File: src/host_bus_pkg.sv
// Shared constants, register map and types of the host bus and control block
`default_nettype none
package host_bus_pkg;
	// ************************************************************
	// Register byte offsets
	// ************************************************************
	localparam logic [7:0] ADDR_STATUS = 8'h00;
	localparam logic [7:0] ADDR_AUX_A = 8'h04;
	localparam logic [7:0] ADDR_AUX_B = 8'h08;
	localparam logic [7:0] ADDR_BUS_CFG = 8'h0C;
	localparam logic [7:0] ADDR_IRQ_STATUS = 8'h10;
	localparam logic [7:0] ADDR_IRQ_MASK = 8'h14;
	localparam logic [7:0] ADDR_RX_COUNT = 8'h18;
	// ************************************************************
	// Main status and control bit positions
	// ************************************************************
	localparam int ST_INIT = 0;
	localparam int ST_START = 1;
	localparam int ST_HALT = 2;
	localparam int ST_LOOP_PASS = 3;
	localparam int ST_IE = 6;
	localparam int ST_INTERRUPT_PENDING_FLAG = 7;
	localparam int ST_INIT_COMPLETE_FLAG = 8;
	localparam int ST_OVERLEN = 12;
	localparam int ST_HBFAIL = 13;
	localparam int STATUS_W = 16;
	localparam logic [15:0] STATUS_RESET = 16'h0004;
	localparam logic [15:0] STATUS_W1C_MASK = 16'h3108;
	localparam logic [15:0] AUX_A_RESET = 16'h0000;
	localparam logic [7:0] AUX_B_RESET = 8'h00;
	// ************************************************************
	// Interrupt status and mask bit positions
	// ************************************************************
	localparam int IRQ_INIT_COMPLETE_FLAG = 0;
	localparam int IRQ_OVERLEN = 1;
	localparam int IRQ_HBFAIL = 2;
	localparam int IRQ_LOOP = 3;
	localparam int IRQ_MASTER = 4;
	localparam int IRQ_ZERO_CNT = 5;
	localparam int IRQ_W = 6;
	localparam logic [5:0] IRQ_RESET = 6'h00;
	// ************************************************************
	// Receive byte count layout and timing
	// ************************************************************
	localparam int BUFFER_BYTE_COUNT_W = 12;
	localparam int RX_LEN_LSB = 16;
	localparam int RX_ZERO_BIT = 31;
	localparam int INIT_CYCLES_DEFAULT = 4;
	localparam logic [11:0] BUFFER_BYTE_COUNT_RESET = 12'h000;
	typedef struct packed {
		logic byte_swap_bit;
		logic strobe_polarity_select;
		logic byte_control_select;
	} bus_cfg_t;
	localparam bus_cfg_t BUS_CFG_RESET = 3'h0;
	typedef struct packed {
		logic overlength;
		logic heartbeat_fail;
		logic lb_valid;
		logic lb_own;
		logic lb_match;
	} net_events_t;
	typedef enum logic [2:0] {
		M_IDLE = 3'b000,
		M_REQ = 3'b001,
		M_ADDR = 3'b010,
		M_DATA = 3'b011,
		M_END = 3'b100,
		M_WAIT = 3'b101
	} master_state_t;
endpackage : host_bus_pkg
`default_nettype wire

File: src/host_bus_and_csr_control.sv
// Host bus master, register slave and halt control of the network controller
`timescale 1ns/10ps
`default_nettype none
module host_bus_and_csr_control #(
	parameter int INIT_CYCLES = host_bus_pkg::INIT_CYCLES_DEFAULT,
	parameter int DATA_W = 16
) (
	input wire logic sys_clk,
	input wire logic reset_n,
	input wire logic psel,
	input wire logic penable,
	input wire logic pwrite,
	input wire logic [7:0] paddr,
	input wire logic [31:0] pwdata,
	output logic [31:0] prdata,
	output logic pready,
	output logic pslverr,
	output logic ready_ack_out,
	output logic ready_ack_oe,
	input wire logic bus_grant,
	output logic bus_hold_req,
	output logic latch_strobe_out,
	output logic latch_strobe_oe,
	output logic [DATA_W-1:0] muxed_address_data_lines_out,
	output logic muxed_address_data_lines_oe,
	input wire logic master_go,
	input wire logic [DATA_W-1:0] master_addr,
	input wire logic [DATA_W-1:0] master_wdata,
	input wire host_bus_pkg::net_events_t net_events,
	output logic irq
);
	// ************************************************************
	// Reset and pin synchronisers
	// ************************************************************
	logic rst_meta_ff, rst_n;
	logic grant_meta_ff, grant_ff;
	always_ff @(posedge sys_clk or negedge reset_n) begin
		if (!reset_n) begin
			rst_meta_ff <= 1'b0;
			rst_n <= 1'b0;
		end else begin
			rst_meta_ff <= 1'b1;
			rst_n <= rst_meta_ff;
		end
	end
	always_ff @(posedge sys_clk or negedge rst_n) begin
		if (!rst_n) begin
			grant_meta_ff <= 1'b0;
			grant_ff <= 1'b0;
		end else begin
			grant_meta_ff <= bus_grant;
			grant_ff <= grant_meta_ff;
		end
	end
	// ************************************************************
	// Register bus decode
	// ************************************************************
	logic [15:0] status_ff, nxt_status, status_view;
	logic [15:0] aux_a_ff;
	logic [7:0] aux_b_ff;
	host_bus_pkg::bus_cfg_t cfg_ff;
	logic [5:0] irq_status_ff, irq_mask_ff, irq_set;
	logic [11:0] buffer_byte_count_ff, rx_len;
	logic [31:0] rd_mux, prdata_ff;
	logic slverr_ff, mapped, apb_setup, apb_wr;
	logic halt_pending_ff, halt_req, init_done, master_done;
	logic [7:0] init_cnt_ff;
	logic [15:0] w;
	assign pready = 1'b1;
	assign apb_setup = psel & ~penable;
	assign apb_wr = psel & penable & pwrite;
	assign w = pwdata[15:0];
	assign prdata = prdata_ff;
	assign pslverr = slverr_ff & psel & penable;
	// Open drain: only ever pull low, the pull-up supplies idle
	assign ready_ack_out = 1'b0;
	assign ready_ack_oe = psel & penable;
	always_comb begin
		case (paddr)
			host_bus_pkg::ADDR_STATUS, host_bus_pkg::ADDR_AUX_A,
			host_bus_pkg::ADDR_AUX_B, host_bus_pkg::ADDR_BUS_CFG,
			host_bus_pkg::ADDR_IRQ_STATUS, host_bus_pkg::ADDR_IRQ_MASK,
			host_bus_pkg::ADDR_RX_COUNT: mapped = 1'b1;
			default: mapped = 1'b0;
		endcase
	end
	always_comb begin
		status_view = status_ff;
		status_view[host_bus_pkg::ST_INTERRUPT_PENDING_FLAG] = status_ff[host_bus_pkg::ST_IE]
			& (|(status_ff & host_bus_pkg::STATUS_W1C_MASK));
	end
	// Two's complement count gives the buffer length
	assign rx_len = 12'(~buffer_byte_count_ff + 12'h001);
	always_comb begin
		rd_mux = 32'h00000000;
		case (paddr)
			host_bus_pkg::ADDR_STATUS: rd_mux[15:0] = status_view;
			host_bus_pkg::ADDR_AUX_A: rd_mux[15:0] = aux_a_ff;
			host_bus_pkg::ADDR_AUX_B: rd_mux[7:0] = aux_b_ff;
			host_bus_pkg::ADDR_BUS_CFG: rd_mux[2:0] = cfg_ff;
			host_bus_pkg::ADDR_IRQ_STATUS: rd_mux[5:0] = irq_status_ff;
			host_bus_pkg::ADDR_IRQ_MASK: rd_mux[5:0] = irq_mask_ff;
			host_bus_pkg::ADDR_RX_COUNT: begin
				rd_mux[11:0] = buffer_byte_count_ff;
				rd_mux[host_bus_pkg::RX_LEN_LSB +: 12] = rx_len;
				rd_mux[host_bus_pkg::RX_ZERO_BIT] = (buffer_byte_count_ff == 12'h000);
			end
			default: rd_mux = 32'h00000000;
		endcase
	end
	// Read data frozen at setup, so status events cannot disturb it
	always_ff @(posedge sys_clk or negedge rst_n) begin
		if (!rst_n) begin
			prdata_ff <= 32'h00000000;
			slverr_ff <= 1'b0;
		end else if (apb_setup) begin
			prdata_ff <= pwrite ? 32'h00000000 : rd_mux;
			slverr_ff <= ~mapped;
		end
	end
	// ************************************************************
	// Halt latch and main status register
	// ************************************************************
	assign halt_req = apb_wr & (paddr == host_bus_pkg::ADDR_STATUS)
		& w[host_bus_pkg::ST_HALT] & ~status_ff[host_bus_pkg::ST_HALT];
	// Applied one cycle later, after the access has completed
	always_ff @(posedge sys_clk or negedge rst_n) begin
		if (!rst_n) begin
			halt_pending_ff <= 1'b0;
		end else begin
			halt_pending_ff <= halt_req;
		end
	end
	always_comb begin
		nxt_status = status_ff;
		if (halt_pending_ff) begin
			nxt_status = 16'h0000;
			nxt_status[host_bus_pkg::ST_HALT] = 1'b1;
		end else begin
			if (apb_wr && paddr == host_bus_pkg::ADDR_STATUS) begin
				nxt_status[host_bus_pkg::ST_IE] = w[host_bus_pkg::ST_IE];
				nxt_status = nxt_status & ~(w & host_bus_pkg::STATUS_W1C_MASK);
				if ((w[host_bus_pkg::ST_INIT] | w[host_bus_pkg::ST_START])
					& ~w[host_bus_pkg::ST_HALT]) begin
					nxt_status[host_bus_pkg::ST_HALT] = 1'b0;
					nxt_status[host_bus_pkg::ST_INIT] = status_ff[host_bus_pkg::ST_INIT]
						| w[host_bus_pkg::ST_INIT];
					nxt_status[host_bus_pkg::ST_START] = status_ff[host_bus_pkg::ST_START]
						| w[host_bus_pkg::ST_START];
				end
			end
			// Events after clears so a set wins
			if (irq_set[host_bus_pkg::IRQ_INIT_COMPLETE_FLAG]) begin
				nxt_status[host_bus_pkg::ST_INIT_COMPLETE_FLAG] = 1'b1;
			end
			if (irq_set[host_bus_pkg::IRQ_OVERLEN]) begin
				nxt_status[host_bus_pkg::ST_OVERLEN] = 1'b1;
			end
			if (irq_set[host_bus_pkg::IRQ_HBFAIL]) begin
				nxt_status[host_bus_pkg::ST_HBFAIL] = 1'b1;
			end
			if (irq_set[host_bus_pkg::IRQ_LOOP]) begin
				nxt_status[host_bus_pkg::ST_LOOP_PASS] = 1'b1;
			end
		end
		nxt_status[host_bus_pkg::ST_INTERRUPT_PENDING_FLAG] = 1'b0;
	end
	always_ff @(posedge sys_clk or negedge rst_n) begin
		if (!rst_n) begin
			status_ff <= host_bus_pkg::STATUS_RESET;
		end else begin
			status_ff <= nxt_status;
		end
	end
	// ************************************************************
	// Configuration registers
	// ************************************************************
	// Auxiliary registers: no initialization path writes them
	always_ff @(posedge sys_clk or negedge rst_n) begin
		if (!rst_n) begin
			aux_a_ff <= host_bus_pkg::AUX_A_RESET;
			aux_b_ff <= host_bus_pkg::AUX_B_RESET;
		end else if (apb_wr) begin
			if (paddr == host_bus_pkg::ADDR_AUX_A) begin
				aux_a_ff <= w;
			end
			if (paddr == host_bus_pkg::ADDR_AUX_B) begin
				aux_b_ff <= w[7:0];
			end
		end
	end
	always_ff @(posedge sys_clk or negedge rst_n) begin
		if (!rst_n) begin
			cfg_ff <= host_bus_pkg::BUS_CFG_RESET;
		end else if (halt_pending_ff) begin
			cfg_ff <= host_bus_pkg::BUS_CFG_RESET;
		end else if (apb_wr && paddr == host_bus_pkg::ADDR_BUS_CFG) begin
			cfg_ff <= pwdata[2:0];
		end
	end
	// Zero count is undefined for software; flagged, never used as 4096
	always_ff @(posedge sys_clk or negedge rst_n) begin
		if (!rst_n) begin
			buffer_byte_count_ff <= host_bus_pkg::BUFFER_BYTE_COUNT_RESET;
		end else if (apb_wr && paddr == host_bus_pkg::ADDR_RX_COUNT) begin
			buffer_byte_count_ff <= pwdata[11:0];
		end
	end
	// ************************************************************
	// Initialization sequence
	// ************************************************************
	always_ff @(posedge sys_clk or negedge rst_n) begin
		if (!rst_n) begin
			init_cnt_ff <= 8'h00;
		end else if (halt_pending_ff) begin
			init_cnt_ff <= 8'h00;
		end else if (apb_wr && paddr == host_bus_pkg::ADDR_STATUS
			&& w[host_bus_pkg::ST_INIT] && !w[host_bus_pkg::ST_HALT]) begin
			init_cnt_ff <= 8'(INIT_CYCLES);
		end else if (init_cnt_ff != 8'h00) begin
			init_cnt_ff <= init_cnt_ff - 8'h01;
		end
	end
	assign init_done = (init_cnt_ff == 8'h01);
	// ************************************************************
	// Events and interrupt
	// ************************************************************
	always_comb begin
		irq_set = 6'h00;
		irq_set[host_bus_pkg::IRQ_INIT_COMPLETE_FLAG] = init_done;
		irq_set[host_bus_pkg::IRQ_OVERLEN] = net_events.overlength
			& ~status_ff[host_bus_pkg::ST_HALT];
		irq_set[host_bus_pkg::IRQ_HBFAIL] = net_events.heartbeat_fail
			& ~status_ff[host_bus_pkg::ST_HALT];
		// Foreign frames on a live medium are ignored, not failures
		irq_set[host_bus_pkg::IRQ_LOOP] = net_events.lb_valid & net_events.lb_own
			& net_events.lb_match & ~status_ff[host_bus_pkg::ST_HALT];
		irq_set[host_bus_pkg::IRQ_MASTER] = master_done;
		irq_set[host_bus_pkg::IRQ_ZERO_CNT] = apb_wr
			& (paddr == host_bus_pkg::ADDR_RX_COUNT) & (pwdata[11:0] == 12'h000);
	end
	always_ff @(posedge sys_clk or negedge rst_n) begin
		if (!rst_n) begin
			irq_status_ff <= host_bus_pkg::IRQ_RESET;
			irq_mask_ff <= host_bus_pkg::IRQ_RESET;
			irq <= 1'b0;
		end else begin
			if (apb_wr && paddr == host_bus_pkg::ADDR_IRQ_STATUS) begin
				irq_status_ff <= (irq_status_ff & ~pwdata[5:0]) | irq_set;
			end else begin
				irq_status_ff <= irq_status_ff | irq_set;
			end
			if (apb_wr && paddr == host_bus_pkg::ADDR_IRQ_MASK) begin
				irq_mask_ff <= pwdata[5:0];
			end
			irq <= |(irq_status_ff & irq_mask_ff);
		end
	end
	// ************************************************************
	// Bus master sequencer
	// ************************************************************
	host_bus_pkg::master_state_t state_ff, nxt_state;
	logic strobe_active, strobe_ff, strobe_oe_ff, mad_oe_ff, hold_ff;
	logic [DATA_W-1:0] mad_ff, wdata_ordered;
	assign strobe_active = ~cfg_ff.strobe_polarity_select;
	assign wdata_ordered = cfg_ff.byte_swap_bit
		? {master_wdata[7:0], master_wdata[DATA_W-1:8]} : master_wdata;
	assign master_done = (state_ff == host_bus_pkg::M_END);
	always_comb begin
		nxt_state = state_ff;
		case (state_ff)
			host_bus_pkg::M_IDLE: begin
				if (master_go && status_ff[host_bus_pkg::ST_START]
					&& !status_ff[host_bus_pkg::ST_HALT]) begin
					nxt_state = host_bus_pkg::M_REQ;
				end
			end
			host_bus_pkg::M_REQ: begin
				if (grant_ff) begin
					nxt_state = host_bus_pkg::M_ADDR;
				end
			end
			host_bus_pkg::M_ADDR: nxt_state = host_bus_pkg::M_DATA;
			host_bus_pkg::M_DATA: nxt_state = host_bus_pkg::M_END;
			host_bus_pkg::M_END: nxt_state = host_bus_pkg::M_WAIT;
			// Hold off until the current grant is withdrawn
			host_bus_pkg::M_WAIT: begin
				if (!grant_ff) begin
					nxt_state = host_bus_pkg::M_IDLE;
				end
			end
			default: nxt_state = host_bus_pkg::M_IDLE;
		endcase
		if (halt_pending_ff) begin
			nxt_state = host_bus_pkg::M_IDLE;
		end
	end
	always_ff @(posedge sys_clk or negedge rst_n) begin
		if (!rst_n) begin
			state_ff <= host_bus_pkg::M_IDLE;
		end else begin
			state_ff <= nxt_state;
		end
	end
	// Pin levels follow the next state so they change with it
	always_ff @(posedge sys_clk or negedge rst_n) begin
		if (!rst_n) begin
			strobe_ff <= 1'b1;
			strobe_oe_ff <= 1'b0;
			mad_oe_ff <= 1'b0;
			hold_ff <= 1'b0;
			mad_ff <= '0;
		end else begin
			hold_ff <= (nxt_state != host_bus_pkg::M_IDLE)
				&& (nxt_state != host_bus_pkg::M_WAIT);
			mad_oe_ff <= (nxt_state == host_bus_pkg::M_ADDR)
				|| (nxt_state == host_bus_pkg::M_DATA);
			strobe_oe_ff <= (nxt_state == host_bus_pkg::M_ADDR)
				|| (nxt_state == host_bus_pkg::M_DATA)
				|| (nxt_state == host_bus_pkg::M_END);
			if (nxt_state == host_bus_pkg::M_ADDR) begin
				strobe_ff <= strobe_active;
				mad_ff <= master_addr;
			end else if (nxt_state == host_bus_pkg::M_END) begin
				// High before float: active-high drives high, active-low stays idle
				strobe_ff <= 1'b1;
			end else if (nxt_state == host_bus_pkg::M_DATA) begin
				strobe_ff <= ~strobe_active;
				mad_ff <= wdata_ordered;
			end else begin
				strobe_ff <= 1'b1;
			end
		end
	end
	assign bus_hold_req = hold_ff;
	assign latch_strobe_out = strobe_ff;
	assign latch_strobe_oe = strobe_oe_ff;
	assign muxed_address_data_lines_out = mad_ff;
	assign muxed_address_data_lines_oe = mad_oe_ff;
endmodule : host_bus_and_csr_control
`default_nettype wire

File: config.mk
export PLATFORM = sky130hd
export DESIGN_NAME = host_bus_and_csr_control
export DESIGN_NICKNAME = d
export VERILOG_FILES = /design/src/host_bus_pkg.sv /design/src/host_bus_and_csr_control.sv
export SDC_FILE = /design/constraint.sdc
export NUM_CORES = 1
export LEC_CHECK = 0
export BUFFER_PORTS_ARGS = -buffer_cell sky130_fd_sc_hd__buf_2
export CAP_MARGIN = 25
export CORE_UTILIZATION = 59
export CTS_CLUSTER_DIAMETER = 50
export DETAILED_ROUTE_END_ITERATION = 8
export HOLD_SLACK_MARGIN = 0.1
export PLACE_DENSITY_LB_ADDON = 0.05
export SYNTH_ARGS = -nofsm -noshare
export SYNTH_HDL_FRONTEND = slang
export SYNTH_SLANG_ARGS = --single-unit
File: constraint.sdc
create_clock -name sys_clk -period 11.6 [get_ports sys_clk]
set_clock_uncertainty 0.15 [all_clocks]
set_input_delay 1.74 -clock sys_clk [delete_from_list [all_inputs] [get_ports sys_clk]]
set_output_delay 1.74 -clock sys_clk [all_outputs]
set_load 0.03 [all_outputs]
* Word-level counts from Yosys, hierarchy flattened *
Index checks and enable logic that the tools add are counted.

storage, ports and cells
  bits of input ports = 84
  RAM bits = 0
  output and inout port bits = 57
  register bits = 136
  bits in latches = 0
  memories = 0
  word-level logic and storage cells = 148
  memory bits (read-only) = 0

operators by class
  $mul = 0
  reduce and logical (&&, ||, !) cells = 34
  mux-type cells = 34
  $lt $le $gt $ge = 0
  shift-type cells = 0
  bitwise operators = 33
  div/mod/pow operators = 0
  add/subtract/negate cells = 2
  eq/ne operators = 17

operators by type and width
  kind                                            count
  two-way mux 16 bit                              6
  case mux 3 bit (6 select lines)                 2
  two-way mux 32 bit                              1
  == test 8 x 5 -> 1 bit (second input constant)  3
  logical NOT 12 bit                              2
  two-way mux 8 bit                               3
  two-way mux 3 bit                               7
  case mux 3 bit (7 select lines)                 1
  nonzero test 3 bit                              6
  bitwise AND 1 bit                               17
  bitwise AND 16 bit                              1
  == test 8 x 4 -> 1 bit (second input constant)  2
  NOT 14 -> 16 bit                                1
  adder 12 x 1 -> 12 bit (second input constant)  1
  bitwise AND 6 bit                               2
  == test 3 x 2 -> 1 bit (second input constant)  4
  two-way mux 12 bit                              1
  NOT 12 bit                                      1
  bitwise OR 6 bit                                2
  case mux 4 bit (3 select lines)                 1
  logical AND 1 bit                               10
  == test 3 bit (second input constant)           3
  two-way mux 1 bit                               9
  == test 8 x 1 -> 1 bit (second input constant)  1
  other kinds (21)                                33

* Longest topological paths before layout *
Gate-level depths: netlist of run 1.

  depth in word-level cells = 9
  gate-level depth with buffers = 7
  gate-level depth less buffers = 6

* Worst setup path before layout of run 1 *
No wires, ideal clock.

  kind = input -> output
  from = in penable
  to = out pslverr
  buffers on the path = 0
  data required time = 9.710 ns
  slack = 7.658 ns
  stages = 1
  data arrival time = 2.052 ns
  path through = and3_1

between the ends
  longest elaborated chain between the ends = 1

RTL lines
  what               RTL line                        text
  from (decl)        host_bus_and_csr_control.sv:11  input wire logic penable,
  bitwise AND 1 bit  host_bus_and_csr_control.sv:74  assign pslverr = slverr_ff & psel & penable;
  to (decl)          host_bus_and_csr_control.sv:17  output logic pslverr,

No other way between the ends.

* Worst setup path in the final report of run 1 *
Ends and elaborated chain as after synthesis.

==> results of run 1 <==
## cell usage in the layout, fill, tap and decap left out, types with 17 or more instances in the layout
cell type	count
dfrtp_1	123
mux2_2	32
a21oi_1	30
nor2_1	26
a2111oi_0	17
o31ai_1	17
mux2i_1	18
o21ai_0	28
nor2b_1	20
buf_2	119
nand2_1	60
## synthesized netlist by cell type (3+ instances only)
cell	instances
clkbuf_1	20
nor4_1	8
a2111oi_0	17
and3_1	8
a32oi_1	4
buf_6	4
dfrtp_1	124
mux2_2	32
nand3_1	8
mux2i_1	18
mux2_4	9
inv_1	10
a22oi_1	4
nor2b_1	20
buf_2	8
nor3_1	14
mux2_1	3
nor3_4	3
a21o_1	5
a22o_1	4
xor2_1	3
o21ai_1	3
xnor2_1	11
or4_1	4
nand2_1	60
and3b_1	3
buf_4	7
nand2b_1	4
o31ai_1	17
nand4_1	4
a21oi_1	30
ha_1	3
nand3b_1	9
o21ai_0	28
nor2_1	26
## worst max-delay path: cells and delay by family
family,cells,cell delay [ps]
buffers and inverters,2,330
and+or+nand+nor,1,160
## worst max-delay path by stage
stage | to | slack [ps] | cells past startpoint
after global routing | pslverr | 7440 | 3
after detailed placement | buffer_byte_count_ff[1] | 7270 | 4
after floorplan | pslverr | 7660 | 1
after CTS | pslverr | 7490 | 3
final | pslverr | 7490 | 3
after global placement | buffer_byte_count_ff[0] | 7320 | 4
## metal layers
layer  vias to the layer above  routed length (um)  GRT usage
li1                       2368                   -          -
met3                        34                1030     0.0926
met1                      2562                6260      0.371
met5                         -                   0          0
met4                         0                 361      0.107
met2                       208                7920      0.507
## cell families (layout without fill, tap and decap cells)
family | Yosys count | in the layout | share of synthesized area
AND/OR/NAND/NOR | 193 | 193 | 0.174
adder cells (fa/ha/maj) | 3 | 3 | 0.00589
flip-flops | 126 | 126 | 0.495
multiplexers | 64 | 64 | 0.118
other | 2 | 6 | 0.00118
XOR/XNOR | 14 | 14 | 0.0192
buffers and inverters | 50 | 163 | 0.0398
AO/OA/AOI/OAI | 136 | 136 | 0.147
## through the flow
stage	power [mW]	setup slack, ps	utilization
after CTS	1.43	7490	0.722
after global placement	0.932	7320	0.667
after floorplan	0.857	7660	-
final	1.42	7490	0.722
after detailed placement	0.955	7270	0.671
after global routing	1.50	7440	0.722
## power by group through the flow
| stage | Sequential [mW] | Combinational, mW | Clock, mW |
|---|---|---|---|
| 5_1_grt | 0.564 | 0.437 | 0.498 |
| 3_3_place_gp | 0.556 | 0.376 | 0 |
| 3_5_place_dp | 0.560 | 0.395 | 0 |
| 4_1_cts | 0.554 | 0.397 | 0.477 |
| 2_1_floorplan | 0.613 | 0.244 | 0 |
| 6_report | 0.555 | 0.396 | 0.472 |
## sequential cells by signal, summed over array words and instances, names as in the netlist
register                      cells
aux_a_ff                         16
aux_b_ff                          8
buffer_byte_count_ff             12
bus_hold_req                      1
cfg_ff                            3
grant_ff                          1
grant_meta_ff                     1
halt_pending_ff                   1
init_cnt_ff                       8
irq                               1
irq_mask_ff                       6
irq_status_ff                     6
latch_strobe_oe                   1
latch_strobe_out                  1
muxed_address_data_lines_oe       1
muxed_address_data_lines_out     16
prdata                           29
rst_meta_ff                       1
rst_n                             1
slverr_ff                         1
state_ff                          3
status_ff                         8
## cell type report
type / instances / area (sq um) / share of cell area
sequential: 126 / 3160 / 0.420
multi-input combinational: 416 / 2980 / 0.397
timing repair buffer: 122 / 642 / 0.0854
clock buffer: 25 / 494 / 0.0657
tap: 136 / 170 / 0.0226
inverter: 10 / 37.5 / 0.00499
clock inverter: 6 / 35.0 / 0.00466
==> impl_metrics.csv, run 1 <==
group,metric,value,unit
outcome,status,"completed",
placement,placed_cells,810,
setup_path,r2r_end,"prdata[31]",
power,p_clk_frac,0.331,
setup_path,cp.arrival,2220,ps
cells_and_area,drive_above_1_share,0.305,
synthesis,syn_inst,588,
synthesis,synth_top_area_share,0.487,
power,powerDensity,189,mW/mm^2
clocking,cts.clk_slew.worst_paths,60,ps
synthesis,ys_async_sr_fraction,1.00,
sta,setup_violations,0,
die,ios,141,
grt,antenna_found_initial,0,
clocking,cts_resized,0,
grt,grt_max_degree,77,
synthesis,ys.flop_type,"dfrtp_1",
sta,maxSlewViolCount,0,
sta,relSlewSlack,0.333,
clocking,cts_made_buffers,17,
setup_path,rr_worst_depth,4,
die,start_util,0.612,
clocking,cts_tree,"done",
grt,grt_first_pass_wirelength,26200,um
cells_and_area,nFillCells,777,
clocking,clock-root-buffer,"clkbuf_8",
placement,dpl.hpwl,10700,um
sta,hold_violations,0,
synthesis,synth_area,0.00638,sq mm
cells_and_area,final_cell_count_no_fill,841,
power,seq_power_share,0.390,
clocking,cts_hold_buf,0,
route,drc_errors,0,
die,rows,37,
die,die-area,0.0112,sq mm
setup_path,crit_path_end_kind,"primary output",
sta,tns,0,ps
synthesis,ys_seq_area_frac,0.495,
route,ant_nets,0,
die,core_area,0.0104,sq mm
sta,fin_crit_sh,0.355,
grt,grt_usage,0.303,
synthesis,synth_edf_count,0,
setup_path,crit_fanout,7,
setup_path,path_cells,"buf_2 > and3_1 > buf_2",
route,drtPass1Iterations,5,
setup_path,worst_ep_required_time,9710,ps
cells_and_area,nets,780,
route,routed_wl,15600,um
synthesis,ys_warn_count,0,
power,combPwrFrac,0.279,
run,timing.max_cap.violations,0,
synthesis,synth_top_area_cell,"dfrtp_1",
synthesis,ys_ff_latch,126,
setup_path,setup.worst_path.start,"penable",
die,fp.dieH,106,um
power,power_switching,0.498,mW
setup_path,max_stage_delay,190,ps
setup_path,r2r-start,"buffer_byte_count_ff[4]",
synthesis,ys_types,73,
route,viasPerCell,6.15,
sta,rsz0062_at_grt,"false",
grt,globalRoute.totalOverflow,0,
setup_path,crit_top_cell,"buf_2",
power,p_leak,3.61,nW
cells_and_area,diodes,0,
clocking,cts_post_setup_buffers_inserted,0,
setup_path,crit_type,"in -> out",
clocking,clockBufferDepth,2,
synthesis,postSynthAreaPerCell,10.8,sq um
placement,io_buffers,119,
synthesis,synth.area.top_cells,"dfrtp_1, mux2_2, nand2_1",
cells_and_area,design_area,0.00752,sq mm
sta,max_freq,243,MHz
clocking,h-tree-depth,4,
power,vdd_drop_max,0.170,mV
setup_path,r2r_slack,9270,ps
power,swShare,0.350,
sta,tightestPinTransition,1000,ps
setup_path,crit_path_top_delay_cell,"buf_2",
grt,grt_pass1_vias,5147,
placement,place_congestion,0.873,
route,wl_per_cell,18.5,um
route,drt_iter0_drc,314,
sta,fin_crit,4110,ps
die,die_w,106,um
setup_path,start_kind,"primary input",
power,intPower,0.925,mW
placement,postPlaceCellArea,0.00699,sq mm
clocking,cts_num_sinks,126,
route,via_count,5172,
hold_path,min_path_type,"reg -> async",
clocking,clk_latency,530,ps
cells_and_area,area_growth,17.9,%
sta,hold_ws,207,ps
Power figures use the tool's default switching activity.
==> inputs of run 2 (changes only) <==
CORE_UTILIZATION = 55   (was 59)
clock period = 4.1 ns   (was 11.6 ns; I/O delays follow)
==> impl_metrics.csv, run 2 (synthesis gave the netlist of run 1 again) <==
group,metric,value,unit
outcome,status,"completed",
clocking,cts_tree,"done",
cells_and_area,nets,783,
sta,maxSlewViolCount,0,
route,wl_per_cell,17.5,um
cells_and_area,layout_common_cells,"dfrtp_1, buf_2, nand2_1",
sta,relSlewSlack,0.342,
placement,place_congestion,0.856,
clocking,h-tree-depth,4,
setup_path,crit_type,"in -> reg",
grt,grt_pass1_vias,4896,
cells_and_area,area_growth,17.9,%
sta,setup_ws,1320,ps
sta,fin_crit_sh,0.677,
route,viasPerCell,5.87,
cells_and_area,final_common_cell,"dfrtp_1",
setup_path,worst_ep_required_time,4250,ps
die,ios,141,
grt,grt_usage,0.270,
power,powerDensity,526,mW/mm^2
setup_path,path_cells,"buf_2 > or4b_4 > nor3_4 > mux2_2",
sta,hold_ws,151,ps
clocking,cts.clk_slew.worst_paths,50,ps
power,p_leak,3.62,nW
setup_path,cp.arrival,2930,ps
placement,dpl.hpwl,10600,um
setup_path,crit_fanout,30,
die,start_util,0.576,
hold_path,min_path_type,"in -> reg",
grt,globalRoute.totalOverflow,0,
route,routed_wl,14800,um
sta,max_freq,360,MHz
route,drt_iter0_drc,261,
cells_and_area,nFillCells,893,
grt,antenna_found_initial,0,
cells_and_area,largest_register_ffs,29,
clocking,clock-root-buffer,"clkbuf_16",
sta,tightestPinTransition,987,ps
cells_and_area,drive_above_1_share,0.305,
clocking,clockBufferDepth,2,
die,die_w,110,um
die,die-area,0.0120,sq mm
setup_path,crit_path_end_kind,"flop",
grt,grt_max_degree,70,
route,drc_errors,0,
sta,fin_crit,2780,ps
clocking,clk_latency,420,ps
grt,grt_first_pass_wirelength,24400,um
sta,rsz0062_at_grt,"false",
route,ant_nets,0,
die,rows,38,
route,drtPass1Iterations,4,
sta,hold_violations,0,
placement,io_buffers,119,
placement,pre_cts_ws,909,ps
clocking,cts_made_buffers,17,
power,vdd_drop_max,0.389,mV
route,via_count,4987,
setup_path,crit_path_top_delay_cell,"nor3_4",
sta,tns,0,ps
clocking,cts_num_sinks,126,
cells_and_area,diodes,0,
run,timing.max_cap.violations,0,
die,fp.dieH,110,um
setup_path,max_stage_delay,750,ps
sta,setup_violations,0,
setup_path,start_kind,"primary input",
die,core_area,0.0111,sq mm
==> run 2: changes by cell type in the layout (fill, tap and decap cells not counted) <==
cell,previous run,this run
clkbuf_1,3,5
buf_12,0,1
buf_4,1,3
dlygate4sd3_1,0,1
clkinv_2,4,9
buf_16,1,0
clkbuf_16,16,17
clkinvlp_4,2,0
clkbuf_8,6,1
==> run 2: worst max-delay path: cells and delay by family <==
kind                   cells  cell delay, ps
multiplexers               1             410
buffers and inverters      1             520
AND/OR/NAND/NOR            2            1360
==> run 2: worst paths after layout <==
| check | from | end | slack, ps | cells past startpoint |
|---|---|---|---|---|
| worst max-delay path | paddr[4] | buffer_byte_count_ff[1] | 1320 | 4 |
| worst min-delay path | bus_grant | grant_meta_ff | 150 | 1 |
| worst max register to register | status_ff[2] | muxed_address_data_lines_out[7] | 1850 | 4 |
| worst min register to register | rst_meta_ff | rst_n | 200 | 0 |
| max in group asynchronous | rst_n | irq_mask_ff[1] | 2750 | 1 |
| min in group asynchronous | rst_n | grant_meta_ff | 240 | 0 |
==> run 2: power by group <==
part           total [mW]  switching [mW]  internal, mW
logic                1.10           0.716         0.386
registers            1.57           0.150          1.42
clock network        1.29           0.513         0.775
==> run 2: repair_timing <==
action	in CTS	in global routing
endpoints found under the hold margin	2	0
resized for setup	0	0
hold buffers	1	0
buffers inserted	0	0
==> run 2: layer usage <==
| metal | up-vias | GRT usage | wire (um) | share of wire |
|---|---|---|---|---|
| met5 | - | 0 | 0 | 0 |
| met4 | 0 | 0.0895 | 216 | 0.015 |
| met3 | 23 | 0.0699 | 823 | 0.055 |
| met2 | 165 | 0.472 | 7530 | 0.51 |
| met1 | 2430 | 0.324 | 6280 | 0.42 |
| li1 | 2369 | - | - | - |
==> run 2: per-stage QoR <==
step / instance area, sq um / instances / utilization / power (mW)
2_1_floorplan: 6390 / 592 / - / 2.43
3_3_place_gp: 6990 / 815 / 0.631 / 2.64
3_5_place_dp: 7000 / 816 / 0.632 / 2.69
4_1_cts: 7520 / 849 / 0.678 / 3.98
5_1_grt: 7520 / 849 / 0.678 / 4.17
6_report: 7520 / 849 / 0.678 / 3.96
==> run 2: cell type report <==
cell class | instances | area (sq um) | share of cell area
Tap cell | 140 | 175 | 0.0233
Inverter | 10 | 37.5 | 0.00499
Sequential cell | 126 | 3160 | 0.420
Clock inverter | 9 | 45.0 | 0.00599
Clock buffer | 23 | 458 | 0.0609
Multi-Input combinational cell | 416 | 2980 | 0.397
Timing Repair Buffer | 125 | 659 | 0.0877
==> inputs of run 3 (changes only) <==
clock period = 2.65 ns   (was 4.1 ns; I/O delays follow)
==> impl_metrics.csv, run 3 (synthesis gave the netlist of run 1 again) <==
group,metric,value,unit
placement,io_buffers,119,
die,fp.dieH,110,um
sta,rsz0062_at_grt,"false",
route,routed_wl,15400,um
clocking,h-tree-depth,4,
sta,fin_crit,2260,ps
cells_and_area,diodes,0,
sta,max_freq,443,MHz
sta,tns,0,ps
die,core_area,0.0111,sq mm
die,rows,38,
grt,grt_first_pass_wirelength,24900,um
clocking,cts.clk_slew.worst_paths,50,ps
route,via_count,5121,
hold_path,min_path_type,"in -> async",
sta,relSlewSlack,0.317,
grt,grt_max_degree,52,
sta,tightestPinTransition,1020,ps
placement,dpl.hpwl,10900,um
setup_path,r2r_end,"muxed_address_data_lines_out[2]",
die,die-area,0.0120,sq mm
placement,postPlaceCellArea,0.00714,sq mm
clocking,cts_num_sinks,126,
setup_path,rr_worst_depth,4,
run,timing.max_cap.violations,0,
power,p_leak,3.78,nW
cells_and_area,layout_common_cells,"dfrtp_1, buf_2, nand2_1",
sta,setup_violations,0,
route,drtPass1Iterations,5,
sta,fin_crit_sh,0.852,
route,met1Wirelength,6600,um
die,start_util,0.576,
setup_path,crit_fanout,17,
cells_and_area,drive_above_1_share,0.319,
setup_path,r2r_slack,390,ps
route,ant_nets,0,
clocking,cts_post_setup_buffers_inserted,0,
grt,grt_pass1_vias,5009,
cells_and_area,nFillCells,822,
grt,grt_usage,0.279,
route,drt_iter0_drc,341,
power,total_power,6.69,mW
sta,hold_ws,139,ps
setup_path,r2r-start,"status_ff[2]",
setup_path,cp.arrival,2360,ps
die,die_w,110,um
clocking,clockBufferDepth,2,
grt,antenna_found_initial,1,
route,wl_per_cell,17.6,um
route,met3_wirelength,925,um
cells_and_area,largest_register_ffs,29,
clocking,cts_made_buffers,17,
setup_path,start_kind,"flop",
power,powerDensity,850,mW/mm^2
grt,globalRoute.totalOverflow,0,
sta,hold_violations,0,
placement,place_congestion,0.869,
route,drc_errors,0,
setup_path,crit_path_end_kind,"flop",
cells_and_area,design_area,0.00787,sq mm
outcome,status,"completed",
clocking,cts_tree,"done",
clocking,clock-root-buffer,"clkbuf_16",
route,viasPerCell,5.88,
setup_path,crit_type,"reg -> reg",
power,vdd_drop_max,0.620,mV
cells_and_area,nets,805,
die,ios,141,
cells_and_area,final_common_cell,"dfrtp_1",
cells_and_area,area_growth,23.4,%
setup_path,worst_ep_required_time,2750,ps
route,route.met2.wl,7490,um
route,routed.top_layer,"met4",
clocking,clk_latency,410,ps
sta,maxSlewViolCount,0,
-- run 3: changes by cell type in the layout (fill, tap and decap cells not counted), sizes merged --
| cell | delta |
|---|---|
| clkbuf | -3 |
| clkinvlp | +1 |
| clkinv | -3 |
| buf | +14 |
| bufinv | +5 |
| dlygate4sd3 | +8 |
-- run 3: area by class of cell --
class	count	area, sq um	area share
repair buffers	147	878	0.112
multi-input cells	416	2980	0.379
clock buffers	20	447	0.0568
flip-flops and latches	126	3160	0.401
inverters	10	37.5	0.00477
clock inverters	12	191	0.0243
well taps	140	175	0.0223
-- run 3: routing by layer --
metal / GRT usage / vias to the layer above
met5: 0 / -
met4: 0.129 / 0
met3: 0.0688 / 26
met2: 0.456 / 193
met1: 0.349 / 2497
li1: - / 2405
-- run 3: worst max-delay path by stage --
stage                     cells past startpoint                         endpoint    startpoint
after floorplan                               0                      aux_a_ff[0]         rst_n
after global placement                        5                   init_cnt_ff[1]      paddr[3]
after detailed placement                      4  muxed_address_data_lines_out[1]  status_ff[2]
after CTS                                     4  muxed_address_data_lines_out[1]  status_ff[2]
after global routing                          4  muxed_address_data_lines_out[1]  status_ff[2]
final                                         4  muxed_address_data_lines_out[2]  status_ff[2]
-- run 3: critical path, stage by stage, from the launching register on --
cell and delay [ps]:
dfstp_2 600, and4bb_1 250, or4_1 740, a21oi_1 260
o31ai_1 90
-- run 3: per-stage QoR --
stage          cells   util  worst slack [ps]
3_3_place_gp     830  0.645               415
2_1_floorplan    592      -               402
6_report         871  0.710               393
4_1_cts          871  0.710               377
5_1_grt          871  0.710               252
3_5_place_dp     830  0.645               380
-- run 3: report_power, final --
group          leakage [nW]  internal, mW  switching (mW)
clock network         0.314          1.68           0.828
registers              1.63          2.19           0.221
logic                  1.83         0.623            1.14
total                  3.78          4.50            2.19
-- run 3: what timing repair did --
item                                   in CTS  in global routing
hold buffers                                9                  0
endpoints found under the hold margin      30                  0
resized for setup                           0                  0
